**src/verilog/dee_map.svh**
```systemverilog
// Register offsets, field positions, reset values and timing counts of the data EEPROM row programmer.
`ifndef DEE_MAP_SVH
`define DEE_MAP_SVH

`define DEE_CSR_OFFSET      12'h030
`define DEE_STATUS_OFFSET   12'h034
`define DEE_CSR_RESET       8'h00
`define DEE_CSR_PGM_BIT     0
`define DEE_CSR_LAT_BIT     1
`define DEE_ST_BUSY_BIT     0
`define DEE_ST_WAIT_BIT     1
`define DEE_ST_HALT_BIT     2
`define DEE_ST_ERASE_BIT    3
`define DEE_ROW_BYTES       32
`define DEE_ROW_LSB         5
`define DEE_ERASED_BYTE     8'hFF
`define DEE_CLK_PERIOD_PS   5000
`define DEE_PROG_TIME_NS    3000000
`define DEE_PROG_CYCLES     (`DEE_PROG_TIME_NS / (`DEE_CLK_PERIOD_PS / 1000))
`define DEE_RESP_OKAY       2'b00
`define DEE_RESP_SLVERR     2'b10

`endif

```
**src/verilog/dee_pkg.sv**
```systemverilog
// Types shared by the data EEPROM row programmer.
package dee_pkg;

  typedef enum logic [3:0] {
    DEE_IDLE  = 4'b0001,
    DEE_PROG  = 4'b0010,
    DEE_ERASE = 4'b0100,
    DEE_HALT  = 4'b1000
  } dee_state_e;

  typedef struct packed {
    logic        req;
    logic        we;
    logic        ext;
    logic [15:0] addr;
    logic [7:0]  wdata;
  } dee_mem_req_s;

  typedef struct packed {
    logic       oe;
    logic [7:0] rdata;
  } dee_mem_rsp_s;

endpackage

```
**src/verilog/dee_row_prog.sv**
```systemverilog
// Data EEPROM row programmer: array, row latches, control/status register and AXI4-Lite slave.
//
// The AXI4-Lite interface to the registers was chosen for this implementation.
`timescale 1ns/1ps
`include "dee_map.svh"

module dee_row_prog #(
  parameter int          ADDR_W      = 7,
  parameter int unsigned PROG_CYCLES = `DEE_PROG_CYCLES
) (
  input  wire logic                  clk_i,
  input  wire logic                  sys_rst_i,
  input  wire logic                  ce_i,
  input  wire logic [11:0]           s_axi_awaddr,
  input  wire logic                  s_axi_awvalid,
  output logic                       s_axi_awready,
  input  wire logic [31:0]           s_axi_wdata,
  input  wire logic [3:0]            s_axi_wstrb,
  input  wire logic                  s_axi_wvalid,
  output logic                       s_axi_wready,
  output logic [1:0]                 s_axi_bresp,
  output logic                       s_axi_bvalid,
  input  wire logic                  s_axi_bready,
  input  wire logic [11:0]           s_axi_araddr,
  input  wire logic                  s_axi_arvalid,
  output logic                       s_axi_arready,
  output logic [31:0]                s_axi_rdata,
  output logic [1:0]                 s_axi_rresp,
  output logic                       s_axi_rvalid,
  input  wire logic                  s_axi_rready,
  input  wire dee_pkg::dee_mem_req_s mem_req_i,
  output dee_pkg::dee_mem_rsp_s      mem_rsp_o,
  input  wire logic                  wait_for_interrupt_instr_i,
  input  wire logic                  active_halt_i,
  input  wire logic                  halt_i,
  input  wire logic                  readout_protect_i,
  input  wire logic                  protect_remove_i,
  output logic                       busy_o,
  output logic                       wait_o,
  output logic                       erase_done_o
);
  import dee_pkg::*;

  // The block is split into a few concerns, each kept in a clocked process of its own.
  // The register slave takes write address and write data in either order and answers once both are held.
  // The read side of the register slave answers one cycle after the address is taken.
  // The control bits live apart from the sequencer so that the hardware clear can be given priority
  // over a software write that lands in the same cycle.
  // The sequencer walks through idle, programming, full erase and halt.
  // The row latches collect the bytes of one row and are emptied at the end of a cycle.
  // The array itself has no reset, since the stored contents must outlive any reset of the logic.
  // The memory read port is registered, so the processor sees its byte one cycle after the request.
  // Power-mode status is registered as well and follows the sequencer by one cycle.
  //
  // Software sequence for one row:
  //   1. Write the control register with the latch bit set and the start bit clear.
  //   2. Write up to 32 bytes into the array range, all inside one row.
  //   3. Write the control register with both bits set to start the cycle.
  //   4. Poll the control register until both bits read zero again.
  // Only the row of the most recent latched write is programmed, so bytes written to other
  // rows between two starts land in the wrong row.

  localparam int          DEPTH   = 1 << ADDR_W;
  localparam int          ROW_W   = ADDR_W - `DEE_ROW_LSB;
  localparam logic [7:0]  CSR_RST = `DEE_CSR_RESET;

  dee_state_e                  state;
  logic [7:0]                  array_mem [DEPTH];
  logic [7:0]                  latch_data [`DEE_ROW_BYTES];
  logic [`DEE_ROW_BYTES-1:0]   latch_loaded;
  logic [ROW_W-1:0]            latch_row;
  logic                        latch_write_mode;
  logic                        program_start;
  logic [31:0]                 prog_cnt;
  logic [ADDR_W-1:0]           erase_ptr;
  logic                        aw_got;
  logic                        w_got;
  logic [11:0]                 aw_addr;
  logic [31:0]                 w_data;
  logic [3:0]                  w_strb;
  logic                        prog_end;
  logic                        csr_wr;
  logic                        lat_wr;
  logic                        pgm_wr;
  logic                        in_range;
  logic                        ext_blocked;
  logic                        arr_wr;
  logic                        wait_req;

  // Accesses above the array are outside the EEPROM range and are not answered.
  // An external access is one made by a debug or programming tool; read-out protection refuses
  // both its reads and its writes, while accesses made by the running program still pass.
  // A byte write into the array range only fills a latch; the array changes at the end of a cycle.
  assign in_range    = (mem_req_i.addr >> ADDR_W) == 16'h0000;
  assign ext_blocked = readout_protect_i && mem_req_i.ext;
  assign arr_wr      = ce_i && mem_req_i.req && mem_req_i.we && in_range && !ext_blocked
                       && latch_write_mode && !program_start && state == DEE_IDLE;
  assign prog_end    = state == DEE_PROG && prog_cnt == PROG_CYCLES - 1;
  assign wait_req    = wait_for_interrupt_instr_i || active_halt_i;

  // Register write decode; the byte holding the control bits must be enabled.
  // A write with that byte disabled is still answered with an okay response but changes nothing.
  assign csr_wr = aw_got && w_got && !s_axi_bvalid && aw_addr == `DEE_CSR_OFFSET && w_strb[0];
  assign lat_wr = w_data[`DEE_CSR_LAT_BIT];
  assign pgm_wr = w_data[`DEE_CSR_PGM_BIT];

  // Write address and write data are taken independently, the answer follows both.
  // Each channel is refused while its item is already held or while a response is pending,
  // which keeps at most one write in flight and avoids any buffering.
  // The read channel is refused while read data waits to be taken.
  assign s_axi_awready = !aw_got && !s_axi_bvalid;
  assign s_axi_wready  = !w_got && !s_axi_bvalid;
  assign s_axi_arready = !s_axi_rvalid;

  always_ff @(posedge clk_i) begin
    if (sys_rst_i) begin
      aw_got       <= 1'b0;
      w_got        <= 1'b0;
      aw_addr      <= 12'h000;
      w_data       <= 32'h0000_0000;
      w_strb       <= 4'h0;
      s_axi_bvalid <= 1'b0;
      s_axi_bresp  <= `DEE_RESP_OKAY;
    end else if (ce_i) begin
      if (s_axi_awvalid && s_axi_awready) begin
        aw_got  <= 1'b1;
        aw_addr <= s_axi_awaddr;
      end
      if (s_axi_wvalid && s_axi_wready) begin
        w_got  <= 1'b1;
        w_data <= s_axi_wdata;
        w_strb <= s_axi_wstrb;
      end
      if (aw_got && w_got && !s_axi_bvalid) begin
        aw_got       <= 1'b0;
        w_got        <= 1'b0;
        s_axi_bvalid <= 1'b1;
        s_axi_bresp  <= (aw_addr == `DEE_CSR_OFFSET) ? `DEE_RESP_OKAY : `DEE_RESP_SLVERR;
      end else if (s_axi_bvalid && s_axi_bready) begin
        s_axi_bvalid <= 1'b0;
      end
    end
  end

  // Read data are registered; the status word gives the sequencer state so that software can
  // tell a running cycle from a wait, a halt or an erase in progress.
  // Unmapped addresses return zero with an error response.
  always_ff @(posedge clk_i) begin
    if (sys_rst_i) begin
      s_axi_rvalid <= 1'b0;
      s_axi_rdata  <= 32'h0000_0000;
      s_axi_rresp  <= `DEE_RESP_OKAY;
    end else if (ce_i) begin
      if (s_axi_arvalid && s_axi_arready) begin
        s_axi_rvalid <= 1'b1;
        s_axi_rresp  <= `DEE_RESP_OKAY;
        unique case (s_axi_araddr)
          `DEE_CSR_OFFSET:    s_axi_rdata <= {30'h0000_0000, latch_write_mode, program_start};
          `DEE_STATUS_OFFSET: s_axi_rdata <= {28'h000_0000, state == DEE_ERASE, state == DEE_HALT,
                                              wait_o, state == DEE_PROG};
          default: begin
            s_axi_rdata <= 32'h0000_0000;
            s_axi_rresp <= `DEE_RESP_SLVERR;
          end
        endcase
      end else if (s_axi_rvalid && s_axi_rready) begin
        s_axi_rvalid <= 1'b0;
      end
    end
  end

  // Control bits; the hardware clear at cycle end wins over any software write.
  // A start request is honoured only when the latch bit is already set, the sequencer is idle
  // and no wait is requested, so a cycle never begins just as the block should go to sleep.
  // Clearing the start bit while a cycle runs ends the cycle without writing the array; the row
  // then keeps whatever it held, which software must treat as undefined.
  always_ff @(posedge clk_i) begin
    if (sys_rst_i) begin
      latch_write_mode <= CSR_RST[`DEE_CSR_LAT_BIT];
      program_start    <= CSR_RST[`DEE_CSR_PGM_BIT];
    end else if (ce_i) begin
      if (prog_end || state == DEE_HALT) begin
        latch_write_mode <= 1'b0;
        program_start    <= 1'b0;
      end else if (csr_wr) begin
        if (lat_wr) begin
          latch_write_mode <= 1'b1;
        end else if (!program_start) begin
          latch_write_mode <= 1'b0;
        end
        if (pgm_wr && latch_write_mode && state == DEE_IDLE && !wait_req) begin
          program_start <= 1'b1;
        end else if (!pgm_wr) begin
          program_start <= 1'b0;
        end
      end
    end
  end

  // Sequencer. Halt takes priority over every other event and abandons the running work.
  // A full erase is started only from idle and wipes one byte per cycle from the bottom up.
  // The programming counter runs a fixed number of cycles; its length sets the cycle time.
  // A reset in the middle of a cycle returns here to idle without touching the array again.
  always_ff @(posedge clk_i) begin
    if (sys_rst_i) begin
      state     <= DEE_IDLE;
      prog_cnt  <= 32'h0000_0000;
      erase_ptr <= '0;
    end else if (ce_i) begin
      unique case (state)
        DEE_IDLE: begin
          prog_cnt <= 32'h0000_0000;
          if (halt_i) begin
            state <= DEE_HALT;
          end else if (protect_remove_i) begin
            erase_ptr <= '0;
            state     <= DEE_ERASE;
          end else if (program_start) begin
            state <= DEE_PROG;
          end
        end
        DEE_PROG: begin
          prog_cnt <= prog_cnt + 32'h0000_0001;
          if (halt_i) begin
            state <= DEE_HALT;
          end else if (prog_end || !program_start) begin
            state <= DEE_IDLE;
          end
        end
        DEE_ERASE: begin
          erase_ptr <= erase_ptr + ADDR_W'(1);
          if (halt_i) begin
            state <= DEE_HALT;
          end else if (erase_ptr == ADDR_W'(DEPTH - 1)) begin
            state <= DEE_IDLE;
          end
        end
        DEE_HALT: begin
          if (!halt_i) begin
            state <= DEE_IDLE;
          end
        end
      endcase
    end
  end

  // Latches rest at the erased value so a repeated write ANDs into the held byte.
  // A loaded flag per latch marks which bytes of the row are to be programmed; bytes never
  // written during this load leave their array location untouched.
  // The row address is taken from every latched write, so the last write names the row.
  always_ff @(posedge clk_i) begin
    if (sys_rst_i) begin
      latch_loaded <= '0;
      latch_row    <= '0;
      for (int i = 0; i < `DEE_ROW_BYTES; i++) begin
        latch_data[i] <= `DEE_ERASED_BYTE;
      end
    end else if (ce_i) begin
      if (prog_end || state == DEE_HALT || (csr_wr && !lat_wr && !program_start)) begin
        latch_loaded <= '0;
        for (int i = 0; i < `DEE_ROW_BYTES; i++) begin
          latch_data[i] <= `DEE_ERASED_BYTE;
        end
      end else if (arr_wr) begin
        latch_loaded[mem_req_i.addr[`DEE_ROW_LSB-1:0]] <= 1'b1;
        latch_data[mem_req_i.addr[`DEE_ROW_LSB-1:0]]   <=
          latch_data[mem_req_i.addr[`DEE_ROW_LSB-1:0]] & mem_req_i.wdata;
        latch_row <= mem_req_i.addr[ADDR_W-1:`DEE_ROW_LSB];
      end
    end
  end

  // Array contents carry no reset, so an aborted cycle leaves them as they were.
  // All loaded bytes of the row are written in the single cycle that ends programming.
  always_ff @(posedge clk_i) begin
    if (ce_i && !sys_rst_i) begin
      if (state == DEE_ERASE) begin
        array_mem[erase_ptr] <= `DEE_ERASED_BYTE;
      end else if (prog_end && !halt_i) begin
        for (int i = 0; i < `DEE_ROW_BYTES; i++) begin
          if (latch_loaded[i]) begin
            array_mem[{latch_row, 5'(i)}] <= latch_data[i];
          end
        end
      end
    end
  end

  // Read port: the latches have no path to it, only the array does.
  // A refused read leaves the enable low, which stands for an undriven data bus.
  always_ff @(posedge clk_i) begin
    if (sys_rst_i) begin
      mem_rsp_o <= '0;
    end else if (ce_i) begin
      mem_rsp_o.oe    <= 1'b0;
      mem_rsp_o.rdata <= 8'h00;
      if (mem_req_i.req && !mem_req_i.we && in_range && !ext_blocked
          && !latch_write_mode && state != DEE_ERASE && state != DEE_HALT) begin
        mem_rsp_o.oe    <= 1'b1;
        mem_rsp_o.rdata <= array_mem[mem_req_i.addr[ADDR_W-1:0]];
      end
    end
  end

  // Status outputs. Wait is shown only when the sequencer is idle and no start is pending,
  // so a running cycle always completes before the block reports that it sleeps.
  // Busy covers both programming and erasing and lags the sequencer by one cycle.
  always_ff @(posedge clk_i) begin
    if (sys_rst_i) begin
      wait_o       <= 1'b0;
      busy_o       <= 1'b0;
      erase_done_o <= 1'b0;
    end else if (ce_i) begin
      wait_o       <= wait_req && state == DEE_IDLE && !program_start;
      busy_o       <= state == DEE_PROG || state == DEE_ERASE;
      erase_done_o <= state == DEE_ERASE && erase_ptr == ADDR_W'(DEPTH - 1);
    end
  end

endmodule

```
**config.mk**
```make
export PLATFORM = sky130hd
export DESIGN_NAME = dee_row_prog
export DESIGN_NICKNAME = d
export VERILOG_FILES = /design/src/verilog/dee_pkg.sv /design/src/verilog/dee_row_prog.sv
export VERILOG_INCLUDE_DIRS = /design/src /design/src/verilog
export SDC_FILE = /design/constraint.sdc
export NUM_CORES = 2
export LEC_CHECK = 0
export BUFFER_PORTS_ARGS = -buffer_cell sky130_fd_sc_hd__buf_2
export CAP_MARGIN = 20
export CELL_PAD_IN_SITES_DETAIL_PLACEMENT = 1
export CELL_PAD_IN_SITES_GLOBAL_PLACEMENT = 1
export CORE_MARGIN = 5
export CORE_UTILIZATION = 35
export CTS_BUF_LIST = sky130_fd_sc_hd__clkbuf_8
export CTS_CLUSTER_DIAMETER = 120
export DETAILED_ROUTE_END_ITERATION = 7
export GPL_TIMING_DRIVEN = 0
export HOLD_SLACK_MARGIN = 0.12
export MAX_ROUTING_LAYER = met4
export PLACE_DENSITY_LB_ADDON = 0.1
export SYNTH_ARGS = -nofsm -noshare
export SYNTH_HDL_FRONTEND = slang
export SYNTH_SLANG_ARGS = --single-unit
```
**constraint.sdc**
```tcl
create_clock -name clk_i -period 4.1 [get_ports clk_i]
set_input_delay 0.82 -clock clk_i [delete_from_list [all_inputs] [get_ports clk_i]]
set_output_delay 0.82 -clock clk_i [all_outputs]
set_load 0.1 [all_outputs]
```
==> metrics.md <==
| Metric | Value |
|---|---|
| Slew margin rel. | `around 14%` |
| Critical setup path kind | `input pin to flip-flop` |
| Flop pwr share | `50.5%` |
| Final worst-path cycle share | `107%` |
| GPL Wtd Cong | `1.09` |
| Worst Skew | `between 0.08 and 0.09 ns` |
| DR iter-0 viols | `about 7600` |
| DP Worst Slack | `-2.20 ns` |
| Synthesized instance count | `4775` |
| Global Route Usage Sum | `37.0%` |
| Critical path required time | `4.85 ns` |
| Via Count | `48207` |
| Fmax | `227 MHz` |
| Flop2flop setup slack | `0.01 ns` |
| Avg Cell Area, Syn | `13.2 um2` |
| Cell variety after synth | `about 80` |
| Top-area cell type share of the netlist area | `roughly three fifths` |
| First-pass iteration count of the detailed router | `6` |
| Internal Power | `22.5 mW` |
| Critical Path End Type | `flip-flop` |
| Initial antenna violation count | `43` |
| Net Sw Power | `7.96 mW` |
| Hpwl dp | `260 mm` |
| Final WS setup | `-0.305 ns` |
| Final hold slack | `0.220 ns` |
| Violated checks | `negative setup slack` |
| Worst-Margin Slew | `1.29 ns` |
| Final nets | `5431` |
| Initial core utilization | `35.3%` |
| CTS tree | `built` |
| Clock buffer depth | `4` |
| Die Width | `434 um` |
| VDD IR max | `~270 uV` |
| CTS Buf Count | `278` |
| GR Overflow Total | `0` |
| TNS Setup | `-16.03 ns` |
| Synth warn | `0` |
| DIE AREA | `189000 um2` |
| Routed len/inst | `43.6 um` |
| Max-slew violations | `0` |
| Area Growth Syn to Fin | `16.4%` |
| Design Area, Final | `73400 um2` |
| Vias in the first global route | `about 46000` |
| Sinks on Clock Net | `1396` |
| Synthesized area | `63000 um2` |
| Worst setup path start | `mem_req_i[9]` |
| CTS HTree Levels | `5` |
| Combinational share of power | `~6.3%` |
| EDFF count, synth | `about 1300` |
| Area leader, netlist | `edfxtp_1` |
| Top cells by area, synth | `edfxtp_1 61%, mux4_2 9.8%, nand2_1 8.7%, dfxtp_1 3.7%, nor2b_1 2.8%` |
| RSZ-0062 raised after global routing | `false` |
| IO Pins | `153` |
| Synth Area in XOR/XNOR | `less than 1%` |
| Worst skew pair latency | `1.09 ns` |
| Largest net degree at the start of global routing | `20` |
| Minimum clock period after layout | `4.40 ns` |
| Switching share of total power | `26.2%` |
| Critical Path Start Type | `input pin` |
| Outcome | `finished with violations` |
| Placement Cell Area | `~68000 um2` |
| Die Ht | `434 um` |
| Remaining antenna violation count | `0` |
| Main combinational cell family by area after synthesis | `simple AND/OR/NAND/NOR gates` |
| Root buf cell | `clkbuf_8` |
| Synth Area in Simple Gates | `14.7%` |
| Final number of setup-violating endpoints | `182` |
| Ys async rst share | `0%` |
| DP Cell Count | `around 7400` |
| DR vias/cell | `6.11` |
| Min-Delay Path Class | `input pin to flip-flop` |
| Max Cap Viol | `0` |
| Yosys reg bits | `1396` |
| Clock power frac | `a little over two fifths` |
| Max FO, Critical Path | `10` |
| First-pass GRT wire length | `about 440 mm` |
| Compound-gate portion of the synthesized area | `5.08%` |
| Worst EP arrival | `5.16 ns` |
| Final Non-Filler Cells | `7889` |
| PD cells | `about 410 nW/um2` |
| Hold Path Origin | `wait_for_interrupt_instr_i` |
| Port Buffer Count | `84` |
| Drc violations | `0` |
| Top_reg_cell synth | `edfxtp_1` |
| Multiplexer area fraction after synthesis | `12.0%` |
| Total wire length | `344 mm` |
| Worst-path clk slew | `0.06 ns` |
| Synth Area in Adders | `less than 1%` |
| P_leak | `roughly 25 nW` |
| Rows | `155` |
| Final Hold Vio Count | `0` |
| Critical R2R Launch | `state[2]` |
| Core ar. | `179000 um2` |
| Fraction of layout cells with a size suffix above 1 | `a little over a fifth` |
| Sequential fraction of the synthesis area | `64.7%` |
## cell usage after synthesis, types with 13 or more instances
master	count
nand4_1	26
o21a_1	34
nor4b_1	13
o2bb2ai_1	52
a22o_1	55
nand2_1	1467
o21ai_0	79
xnor2_1	13
a32oi_1	13
buf_1	28
edfxtp_1	1280
clkbuf_1	157
o22ai_1	32
a22oi_1	22
nor2b_1	281
nor3_1	21
a211oi_1	14
a21oi_1	50
mux4_2	275
dfxtp_1	116
buf_2	155
nor2_1	92
nor2_2	23
mux2i_1	122
xor2_1	21
nor4_1	20
nand2b_1	13
nand3_1	38
buf_4	45
## flip-flops by register name (all words and copies together) (netlist names)
name and flops:
latch_write_mode 1, wait_o 1, s_axi_rdata 4, s_axi_bresp 1, prog_cnt 32, state 4
program_start 1, latch_loaded 32, mem_rsp_o 9, erase_done_o 1, s_axi_bvalid 1, w_got 1
aw_got 1, s_axi_rvalid 1, w_strb 1, w_data 2, array_mem 1024, s_axi_rresp 1
erase_ptr 7, latch_row 2, aw_addr 12, busy_o 1, latch_data 256
## layout by cell type (no fill, tap or decap), types with 20 or more instances in the layout
cell	count
mux4_2	275
clkinv_1	54
nand2_1	1467
buf_6	29
clkbuf_1	115
a22oi_1	20
o21a_1	34
o21ai_0	37
clkbuf_8	294
a22o_1	45
conb_1	30
dfxtp_1	116
nand3_1	38
clkbuf_2	36
nand4_1	26
dlygate4sd3_1	27
buf_4	122
inv_1	100
xor2_1	21
o22ai_1	32
buf_2	256
o21ai_1	40
edfxtp_1	1280
nor2_2	23
diode_2	26
nor2b_1	281
a21oi_1	49
mux2i_1	119
nor2_1	92
o2bb2ai_1	39
## critical path, stage by stage
cell and delay, ns:
clkbuf_4 0.44, buf_2 0.36, clkbuf_2 0.55, buf_16 0.23, mux4_2 0.42, mux2i_1 0.66
o22ai_1 0.26, o21ai_4 0.60, clkbuf_2 0.57, nand2_1 0.16
## kinds of logic (layout without fill, tap and decap cells)
group	after synthesis	count (layout)
adder cells (fa/ha/maj)	2	2
AO/OA/AOI/OAI	446	446
multiplexers	409	409
AND/OR/NAND/NOR	2082	2082
XOR/XNOR	34	34
buffers and inverters	405	1109
flip-flops	1396	1396
other	1	56
## power by group through the flow
stage	logic, mW	registers [mW]	clock network (mW)
6_report	1.92	15.4	13.1
5_1_grt	1.88	15.4	13.8
4_1_cts	1.85	15.4	13.2
3_3_place_gp	1.76	15.7	0
2_1_floorplan	0.797	15.7	0
3_5_place_dp	1.82	15.7	0
## path summary, 6_finish.rpt
path	cells after the start	endpoint
max	10	latch_data[30][4]
min	4	program_start
max reg2reg	6	array_mem[24][1]
min reg2reg	2	erase_done_o
## metrics by stage
step                power [mW]  util (%)
floorplan                 16.5         -
global placement          17.4      37.2
detailed placement        17.5      37.9
CTS                       30.4      40.9
global route              31.1      41.0
finish                    30.4      41.0
## area by class of cell
| cell class | instances | area [um2] |
|---|---|---|
| tap | 2355 | 2950 |
| timing repair buffer | 250 | 1980 |
| clock inverter | 165 | 717 |
| buffer | 385 | 1980 |
| fill | 18718 | 105000 |
| multi-input combinational | 3003 | 20800 |
| clock buffer | 294 | 4050 |
| inverter | 15 | 56.3 |
| sequential | 1396 | 40800 |
| antenna | 26 | 65.1 |
## layer usage
layer	vias to the layer above	routed length, um	track usage (%)
met3	831	37700	9.89
met4	0	26100	22.4
met1	25435	134000	47.3
li1	18606	-	-
met2	3335	146000	52.6
met5	-	0	-
## timing repair
item,in CTS,in global routing
gates resized for setup,82,34
endpoints found under the hold margin,23,0
hold buffers,27,0
pin swaps,2,2
setup buffers,5,1
endpoints found under the setup margin,1436,172
Power figures use the tool's default switching activity.
